`src/pkg/lcr_pkg.sv`:
```
// Constants and types shared by the logic cell design
package lcr_pkg;
    // Table sizes
    localparam int LCR_LUT_INPUTS = 4;
    localparam int LCR_LUT_WORDS = 16;
    localparam int LCR_COMB_INPUTS = 3;
    localparam int LCR_COMB_WORDS = 8;
    // Default table contents after configuration (all zero)
    localparam logic [15:0] LCR_LUT_INIT = 16'h0000;
    localparam logic [7:0] LCR_COMB_INIT = 8'h00;
    // Combining generator input selects
    localparam logic LCR_SEL_LUT = 1'h0;
    localparam logic LCR_SEL_PIN = 1'h1;
    // Storage element source selects
    typedef enum logic [1:0] {
        LCR_SRC_FIRST,
        LCR_SRC_SECOND,
        LCR_SRC_COMB,
        LCR_SRC_BYPASS
    } lcr_src_t;
    // Cell operating mode
    typedef enum logic {
        LCR_MODE_LOGIC,
        LCR_MODE_DUALRAM
    } lcr_mode_t;
    // Storage element flip-flop reset value
    localparam logic LCR_STORE_RESET = 1'h0;
endpackage : lcr_pkg

```
`src/logic/lcr_logic_cell.sv`:
```
// Configurable logic cell with two look-up tables and dual-port RAM mode
`timescale 1ns/1ps
// What this block does
// - Each look-up table gives any function of its four inputs via 16 entries.
// - The combine table takes three inputs, the third always the direct pin.
// - Output X picks first table or combine, output Y second table or combine.
// - Two storage elements take a generator output or the bypass input.
// - Storage elements are flip-flops, optionally transparent latches.
// - With both latch options off, only two unregistered results leave; a third must be registered.
// - The cell has thirteen logic inputs and four logic outputs.
// - The cell covers one 5-input function or 4+4+3 unrelated functions.
// - Dual-port mode joins both tables into one 16x1 RAM, one write two reads.
// - A read and a write may occur at once at different addresses.
// - A read and a write may occur at once at the same address.
// - Dual-port writes are edge-triggered only.
// - The shared address reads and writes the first table.
// - The dual read address reads the second table, written at shared address.
// - Unspecified memory contents start at zero.
// - Memory contents are unaffected by the global reset.
module lcr_logic_cell
    import lcr_pkg::*;
#(
    parameter logic [15:0] FIRST_INIT = LCR_LUT_INIT,
    parameter logic [15:0] SECOND_INIT = LCR_LUT_INIT,
    parameter logic [7:0] COMB_TABLE = LCR_COMB_INIT
) (
    input wire logic CLK,
    input wire logic RESET,
    // Configuration
    input wire lcr_mode_t MODE,
    input wire logic SEL_ALT_A,
    input wire logic SEL_ALT_B,
    input wire logic SEL_X_COMB,
    input wire logic SEL_Y_COMB,
    input wire lcr_src_t SRC_UPPER,
    input wire lcr_src_t SRC_LOWER,
    input wire logic LATCH_UPPER,
    input wire logic LATCH_LOWER,
    input wire logic LUT_LOAD,
    // Thirteen cell inputs
    input wire logic [3:0] FIRST_LUT_INPUTS,
    input wire logic [3:0] SECOND_LUT_INPUTS,
    input wire logic COMBINE_DIRECT_IN,
    input wire logic COMBINE_ALT_IN_A,
    input wire logic COMBINE_ALT_IN_B,
    input wire logic BYPASS_IN,
    input wire logic WRITE_EN,
    // Four cell outputs
    output logic X,
    output logic Y,
    output logic XQ,
    output logic YQ
);
    // ********************
    // Look-up tables
    // ********************
    logic first_out;
    logic second_out;
    logic wr_en;
    logic [3:0] second_rd_addr;

    // In dual-port mode write enable writes both tables at shared address
    assign wr_en = (MODE == LCR_MODE_DUALRAM) ? WRITE_EN : LUT_LOAD;
    assign second_rd_addr = SECOND_LUT_INPUTS;

    lcr_lut_ram #(.INIT(FIRST_INIT)) u_first (
        .clk(CLK),
        .wr_en(wr_en),
        .wr_addr(FIRST_LUT_INPUTS),
        .wr_data(BYPASS_IN),
        .rd_addr(FIRST_LUT_INPUTS),
        .rd_data(first_out)
    );

    // In dual-port mode the second table writes at the shared address, reads at its own
    lcr_lut_ram #(.INIT(SECOND_INIT)) u_second (
        .clk(CLK),
        .wr_en(wr_en),
        .wr_addr((MODE == LCR_MODE_DUALRAM) ? FIRST_LUT_INPUTS
                                             : SECOND_LUT_INPUTS),
        .wr_data(BYPASS_IN),
        .rd_addr(second_rd_addr),
        .rd_data(second_out)
    );

    // ********************
    // Combining generator
    // ********************
    logic comb_a;
    logic comb_b;
    logic comb_out;

    assign comb_a = (SEL_ALT_A == LCR_SEL_PIN) ? COMBINE_ALT_IN_A
                                               : first_out;
    assign comb_b = (SEL_ALT_B == LCR_SEL_PIN) ? COMBINE_ALT_IN_B
                                               : second_out;
    assign comb_out = COMB_TABLE[{COMBINE_DIRECT_IN, comb_b, comb_a}];

    // ********************
    // Combinational outputs
    // ********************
    assign X = SEL_X_COMB ? comb_out : first_out;
    assign Y = SEL_Y_COMB ? comb_out : second_out;

    // ********************
    // Storage elements
    // ********************
    function automatic logic pick_src(input lcr_src_t s, input logic f,
                                      input logic g, input logic h,
                                      input logic d);
        case (s)
            LCR_SRC_FIRST: pick_src = f;
            LCR_SRC_SECOND: pick_src = g;
            LCR_SRC_COMB: pick_src = h;
            default: pick_src = d;
        endcase
    endfunction : pick_src

    logic next_upper;
    logic next_lower;
    logic upper_q;
    logic lower_q;

    assign next_upper = pick_src(SRC_UPPER, first_out, second_out, comb_out,
                                 BYPASS_IN);
    assign next_lower = pick_src(SRC_LOWER, first_out, second_out, comb_out,
                                 BYPASS_IN);

    always_ff @(posedge CLK) begin
        if (RESET) begin
            upper_q <= LCR_STORE_RESET;
        end else begin
            upper_q <= next_upper;
        end
    end

    always_ff @(posedge CLK) begin
        if (RESET) begin
            lower_q <= LCR_STORE_RESET;
        end else begin
            lower_q <= next_lower;
        end
    end

    // Latch option: transparent path while latch mode selected
    assign XQ = LATCH_UPPER ? next_upper : upper_q;
    assign YQ = LATCH_LOWER ? next_lower : lower_q;

    // ********************
    // Checks
    // ********************
    a_ram_write_both: assert property (@(posedge CLK) disable iff (RESET)
        (MODE == LCR_MODE_DUALRAM && WRITE_EN && $stable(MODE))
        ##1 (second_rd_addr == $past(FIRST_LUT_INPUTS) && !WRITE_EN)
        |-> second_out == $past(BYPASS_IN))
        else $error("dual port write not seen on second table");
    a_ram_same_read: assert property (@(posedge CLK) disable iff (RESET)
        (MODE == LCR_MODE_DUALRAM && second_rd_addr == FIRST_LUT_INPUTS)
        |-> first_out == second_out)
        else $error("ports disagree at same address");
    a_ram_hold_no_we: assert property (@(posedge CLK) disable iff (RESET)
        (MODE == LCR_MODE_DUALRAM && !WRITE_EN && $stable(FIRST_LUT_INPUTS))
        ##1 $stable(FIRST_LUT_INPUTS) |-> $stable(first_out))
        else $error("table changed without write enable");
    a_x_select: assert property (@(posedge CLK)
        X == (SEL_X_COMB ? comb_out : first_out))
        else $error("X output select wrong");
    a_y_select: assert property (@(posedge CLK)
        Y == (SEL_Y_COMB ? comb_out : second_out))
        else $error("Y output select wrong");
    a_upper_capture: assert property (@(posedge CLK) disable iff (RESET)
        (!RESET && !LATCH_UPPER) ##1 !LATCH_UPPER
        |-> XQ == $past(next_upper))
        else $error("upper element missed capture");
    a_lower_capture: assert property (@(posedge CLK) disable iff (RESET)
        (!RESET && !LATCH_LOWER) ##1 !LATCH_LOWER
        |-> YQ == $past(next_lower))
        else $error("lower element missed capture");
    a_reset_clears: assert property (@(posedge CLK)
        RESET ##1 (!LATCH_UPPER && !LATCH_LOWER)
        |-> (XQ == LCR_STORE_RESET && YQ == LCR_STORE_RESET))
        else $error("storage not cleared by reset");
    a_comb_direct: assert property (@(posedge CLK)
        comb_out == COMB_TABLE[{COMBINE_DIRECT_IN, comb_b, comb_a}])
        else $error("combining table lookup wrong");
    a_latch_upper_pass: assert property (@(posedge CLK)
        LATCH_UPPER |-> XQ == next_upper)
        else $error("upper latch not transparent");
    a_latch_lower_pass: assert property (@(posedge CLK)
        LATCH_LOWER |-> YQ == next_lower)
        else $error("lower latch not transparent");
endmodule : lcr_logic_cell

```
`src/logic/lcr_lut_ram.sv`:
```
// One 16x1 look-up table usable as a write-once-per-edge RAM
`timescale 1ns/1ps
module lcr_lut_ram
    import lcr_pkg::*;
#(
    parameter int AW = LCR_LUT_INPUTS,
    parameter logic [(1<<AW)-1:0] INIT = LCR_LUT_INIT
) (
    input wire logic clk,
    input wire logic wr_en,
    input wire logic [AW-1:0] wr_addr,
    input wire logic wr_data,
    input wire logic [AW-1:0] rd_addr,
    output logic rd_data
);
    // ********************
    // Table storage
    // ********************
    logic [(1<<AW)-1:0] table_bits = INIT;

    // Not touched by RESET: contents only change on writes
    always_ff @(posedge clk) begin
        if (wr_en) begin
            table_bits[wr_addr] <= wr_data;
        end
    end

    // Asynchronous read
    assign rd_data = table_bits[rd_addr];
endmodule : lcr_lut_ram

```
`config.mk`:
```
export PLATFORM = sky130hd
export DESIGN_NAME = lcr_logic_cell
export DESIGN_NICKNAME = d
export VERILOG_FILES = /design/src/pkg/lcr_pkg.sv /design/src/logic/lcr_logic_cell.sv /design/src/logic/lcr_lut_ram.sv
export SDC_FILE = /design/constraint.sdc
export NUM_CORES = 1
export LEC_CHECK = 0
export ABC_AREA = 0
export BUFFER_PORTS_ARGS = -buffer_cell sky130_fd_sc_hd__buf_4
export CAP_MARGIN = 0
export CORE_MARGIN = 2
export CORE_UTILIZATION = 50
export CTS_CLUSTER_DIAMETER = 200
export DETAILED_ROUTE_END_ITERATION = 7
export PLACE_DENSITY = 0.83
export RECOVER_POWER = 100
export SYNTH_ARGS = -nofsm -noshare
export SYNTH_HDL_FRONTEND = slang
export SYNTH_SLANG_ARGS = --single-unit
export TNS_END_PERCENT = 30
```
`constraint.sdc`:
```
create_clock -name CLK -period 3 [get_ports CLK]
set_input_delay 0.9 -clock CLK [delete_from_list [all_inputs] [get_ports CLK]]
set_output_delay 0.9 -clock CLK [all_outputs]
set_load 0.02 [all_outputs]
```
**Yosys cells after proc, flatten, opt, wreduce, memory -nomap -nowiden**

Memory sizes are Yosys's and may differ from the RTL's.
Index checks and enable logic that the tools add are counted.
W data, S select, Z words.

- Add/subtract/negate cells: 0
- $mul: 0
- Divide/modulo/power cells: 0
- Magnitude comparators: 6
- Eq/ne operators: 4
- Shift operators: 0
- Multiplexer cells: 21
- Bitwise gates (word level): 0
- Reductions and logical operators: 4

Operators with widths:

| cell | number |
|---|---|
| $bwmux W16 | 2 |
| $lt A4 B5 Y1 const B | 3 |
| $mux W1 | 12 |
| $bmux W1 S4 | 2 |
| $demux W1 S4 | 2 |
| $ge A4 B1 Y1 const B | 2 |
| $pmux W1 S3 | 2 |
| $eq A2 B1 Y1 const B | 2 |
| $eq A2 B2 Y1 const B | 2 |
| $logic_not A2 Y1 | 2 |
| $lt A3 B4 Y1 const B | 1 |
| $mux W4 | 1 |
| $logic_and A1 B1 Y1 | 2 |

- Register bits after elaboration: 34
- Latch bits: 0
- Memory bits (writable): 0
- Bits in read-only memories: 8
- Input port bits: 27
- Output and inout port bits: 4
- Word-level logic and storage cells: 40
- Memories kept: 1

Memory list:

| name | words | width | read ports | clocked after memory_dff | write ports | line | RTL |
|---|---|---|---|---|---|---|---|
| (name not given) | 8 | 1 | 1 | 0 | 0 | lcr_logic_cell.sv:97 | `assign comb_out = COMB_TABLE[{COMBINE_DIRECT_IN, comb_b, comb_a}];` |

**Logic depth before layout (Yosys ltp)**

- Depth in word-level cells: 7
- Depth in mapped cells: 6
- Depth with buffers taken out: 5

**Hierarchy**

A second synthesis with hierarchy kept.

- Cell total of the unflattened synthesis: 113
- Area, all modules: 1637.8 µm²

Modules (own cells, without submodules):

| module | times used | cells an instance | area each (µm²) | sequential area each (µm²) |
|---|---|---|---|---|
| lcr_lut_ram | 2 | 46 | 725.7 | 480.5 |
| lcr_logic_cell | 1 | 21 | 186.4 | 40.0 |

**Worst setup path before layout**

Ideal clock, no wire load.

- Path type: input to output
- From: input port SECOND_LUT_INPUTS[0]
- To: output port XQ
- Data arrival time: 2146 ps
- Required time: 2100 ps
- Path slack: -46 ps
- Stages on the path: 5
- Buffers on the path: 1
- Path through: buf_6 > mux2_1 > o2111a_1 > a22o_1 > o31a_1

- Word-level cells in the longest chain between the ends: 7

Ends and longest elaborated chain:

| what | line | RTL |
|---|---|---|
| start, declared | lcr_logic_cell.sv:42 | `input wire logic [3:0] SECOND_LUT_INPUTS,` |
| $bmux W1 S4 * | lcr_lut_ram.sv:29 | `assign rd_data = table_bits[rd_addr];` |
| $mux W1 (implied by the code) * | lcr_lut_ram.sv:29 |  |
| $mux W1 | lcr_logic_cell.sv:95 | `assign comb_b = (SEL_ALT_B == LCR_SEL_PIN) ? COMBINE_ALT_IN_B` |
| $mem_v2 Z8 W1 | n/a |  |
| $mux W1 (implied by the code) | lcr_logic_cell.sv:97 |  |
| $pmux W1 S3 * | lcr_logic_cell.sv:111 | `case (s)` |
| $mux W1 * | lcr_logic_cell.sv:146 | `assign XQ = LATCH_UPPER ? next_upper : upper_q;` |
| end, declared | lcr_logic_cell.sv:51 | `output logic XQ,` |

Every way passes the cells marked *; elsewhere a longest branch is shown, timed or not. The select of a mux whose other input is x is not followed.

**Final worst setup path**

- From: input port SECOND_LUT_INPUTS[2]
- To: output port YQ

- Word-level cells in the longest chain between the ends: 7

Ends and longest elaborated chain:

| what | line | RTL |
|---|---|---|
| $bmux W1 S4 * | lcr_lut_ram.sv:29 |  |
| $mux W1 (implied by the code) * | lcr_lut_ram.sv:29 |  |
| $mux W1 | lcr_logic_cell.sv:95 |  |
| $mem_v2 Z8 W1 | n/a |  |
| $mux W1 (implied by the code) | lcr_logic_cell.sv:97 |  |
| $pmux W1 S3 * | lcr_logic_cell.sv:111 |  |
| $mux W1 * | lcr_logic_cell.sv:147 | `assign YQ = LATCH_LOWER ? next_lower : lower_q;` |
| end, declared | lcr_logic_cell.sv:52 | `output logic YQ` |

Marked as above.

==> metrics.log <==
[metrics] depth of the worst register-to-register path: 6
[metrics] die outline area: 4124 sq um
[metrics] adder and majority cell fraction of the synthesized area: 0%
[metrics] fraction of the mapped netlist area in compound gates: 11.25%
[metrics] per-cell via count in the routed design: 5.434
[metrics] detailed router's first-iteration violation count: 99
[metrics] critical path required time: 2.10 ns
[metrics] largest fanout on the critical path: 5
[metrics] floorplan core area: 3416 sq um
[metrics] placed instance area: 2190 sq um
[metrics] number of placed cells counting well taps: 248
[metrics] power density relative to cell area: 497.1 nW/um^2
[metrics] Routed Antenna Nets: 0
[metrics] Total GRT Usage: 21.34%
[metrics] shortest period the worst path allows: 3.236 ns
[metrics] Slew Limit Fails: 0
[metrics] setup violation total in the final timing report: 2
[metrics] cell family contributing the most delay on the critical path: compound AO/OA/AOI/OAI gates
[metrics] Routed Wire Length: 3915 um
[metrics] clock transition at the registers of the reported paths: 0.11 ns
[metrics] horizontal die dimension: 64.22 um
[metrics] xor and xnor area share after synthesis: 0%
[metrics] top cell type by total area after synthesis: edfxtp_1
[metrics] number of nets in the layout: 236
[metrics] share of post-route cells with drive strength above 1: 30.95%
[metrics] wire length per cell after detailed routing: 15.29 um
[metrics] Max Cap Violations: 0
[metrics] wire length of the first global-routing pass: 6479 um
[metrics] critical path type: input pin to primary output
[metrics] die height: 64.22 um
[metrics] CP Depth: 7
[metrics] synthesis-to-layout area growth: 27.54%
[metrics] number of failing hold endpoints at the final stage: 0
[metrics] Synth Area per Inst: 10.92 sq um
[metrics] Leakage: 0.9206 nW
[metrics] total of flip-flops plus latches after synthesis: 34
[metrics] Synth warnings: 0
[metrics] CTS H-tree depth: 2
[metrics] post-CTS setup repair buffer count: 0
[metrics] TritonCTS clock tree: yes
[metrics] largest net degree at the start of global routing: 33
[metrics] count of input and output buffers: 25
[metrics] post-layout worst setup margin: -0.2363 ns
[metrics] highest cell delay on the worst timing path: 0.39 ns
[metrics] number of iterations in the first detailed-routing pass: 4
[metrics] antenna violations before repair: 0
[metrics] clk_lat worst skew: 0.35 ns
[metrics] largest vdd supply drop: 0.0004400 V
[metrics] post-synthesis cell count: 166
[metrics] mux share of post-synthesis cell area: 10.84%
[metrics] buffers from clock root to sink, at most: 2
[metrics] combinational family with the most area after synthesis: simple AND/OR/NAND/NOR gates
[metrics] sum of buffers and inverters on the critical path: 2
[metrics] leading cell type in the layout, fill and taps excluded: nor2_1
[metrics] register area share after synthesis: 55.21%
[metrics] Post-Synthesis Net Count: 193
[metrics] cell with the biggest individual delay on the critical path: a221o_1
[metrics] pin slew with the least headroom to its limit: 1.183 ns
[metrics] chain of cells forming the critical path: buf_4 -> mux2i_1 -> a221o_1 -> o41ai_2 -> a21o_1 -> o31a_1 -> buf_6
[metrics] Hold Path Cell Cnt: 2
[metrics] kind of start point of the critical path: input pin
[metrics] CP Capture Type: primary output
[metrics] number of primary I/O pins: 31
[metrics] count of clock tree sinks: 34
[metrics] post-synth design cell area: 1813 sq um
[metrics] starting utilization of the core area: 53.08%
[metrics] overall power of the completed layout: 1.150 mW
[metrics] Max transition margin: 21.16%
[metrics] maximum frequency from static timing analysis: 309.0 MHz
[metrics] residual DRC count: 0
[metrics] post-DP HPWL: 2959 um
[metrics] vias in the first global route: 1394
[metrics] CTS Buf Count: 5
[metrics] aggregate negative setup slack: -0.4215 ns
[metrics] run status: complete, but fails checks
[metrics] sum of overflow across all layers after global routing: 0
[metrics] routed vias: 1391
[metrics] post-route design area: 2312 sq um
[metrics] final antenna diode count: 0
[metrics] Distinct cells, synth: 37
[metrics] arrival time worst endpoint: 2.34 ns
[metrics] RD Place Congestion: 0.8420
[metrics] area fraction of the dominant cell type after synthesis: 53.00%
[metrics] unrepaired setup endpoints after global routing: true
[metrics] fraction of the cycle the final worst path needs: 107.9%
[metrics] number of non-filler instances in the completed layout: 256
[metrics] type of the tightest min-delay check: input pin to register
[metrics] num rows: 21
[metrics] simple-gate share of the synthesized area: 18.08%
[metrics] failing checks: negative setup slack
[metrics] leading cell types in the layout, fill and taps excluded: 44 x nor2_1, 36 x buf_4, 32 x edfxtp_1
[metrics] Hold WS: 0.7953 ns
[metrics] maximum clock skew at final layout: 0.01125 ns
[metrics] top post-synthesis cells by area: edfxtp_1 53%, nor2_1 9.1%, mux2i_1 4.4%
[metrics] root buf cell: clkbuf_4
[metrics] r2r setup slk: 1.47 ns
logic make-up (layout without fill, tap and decap cells):
family | after synthesis | count (layout)
AOI/OAI and AO/OA | 25 | 25
and+or+nand+nor | 76 | 76
buffers and inverters | 13 | 57
DFF | 34 | 34
muxes | 18 | 18
where the power goes:
group          internal, mW  total, mW  switching (mW)  leakage [nW]
combinational        0.0829      0.176          0.0931         0.557
sequential            0.531      0.534         0.00268         0.306
clock                 0.282      0.440           0.158        0.0585
total                 0.896       1.15           0.253         0.921
worst paths after layout:
check	start	end
min	RESET	lower_q
max	SECOND_LUT_INPUTS[2]	YQ
min reg2reg	u_second.table_bits[6]	upper_q
max reg2reg	u_first.table_bits[8]	lower_q
state kept, by name (all words and copies together) (netlist names):
register and count:
upper_q 1, u_second.table_bits 16, u_first.table_bits 16, lower_q 1
area by class of cell:
class,count,area (sq um)
fillers,264,1104
repair buffers,43,327.8
clock inverters,2,60.06
multi-input cells,119,792.0
well taps,46,57.56
inverters,6,22.52
clock buffers,6,51.30
flip-flops and latches,34,1001
synthesized netlist by cell type, drive strengths merged:
cell and n:
nor2 44, edfxtp 32, nand2 14, mux2 10, mux2i 8, inv 6, nor3 6, buf 5
nand3 4, a22o 3, nand2b 3, nor2b 3, a21o 2, a21oi 2, clkbuf 2, dfxtp 2
o21ba 2, o22ai 2, o31a 2, o41ai 2, or2 2, a2111oi 1, a221o 1, a22oi 1
a2bb2oi 1, a311oi 1, a31oi 1, a32o 1, o2111a 1, o21ai 1, o221ai 1
per-stage QoR:
step,setup WS [ns],utilization [%]
after detailed placement,-0.3177,64.10
after global routing,-0.3109,67.69
final,-0.2363,67.69
after CTS,-0.2385,67.84
after floorplan,-0.03222,-
after global placement,-0.2762,64.10
worst reg2reg max path: cells and delay by family, from the launching register on:
kind	cells	cell delay, ns
buf+inv	1	0.18
simple gates	1	0.13
flops	1	0.37
compound gates	4	0.77
what timing repair did:
item,4_1_cts,5_1_grt
hold endpoints to repair,0,0
pin swaps,0,0
hold buffers,0,0
resized for setup,4,3
endpoints found under the setup margin,3,3
routing by layer:
metal | vias up | global-route usage [%] | share of wire [%]
met5 | - | 0 | 0
met4 | 0 | 7.447 | 2.0
met3 | 9 | 7.218 | 6.7
met2 | 43 | 36.33 | 51
met1 | 647 | 25.14 | 41
li1 | 692 | - | -
Note: power is estimated with default switching activity, not from simulation.
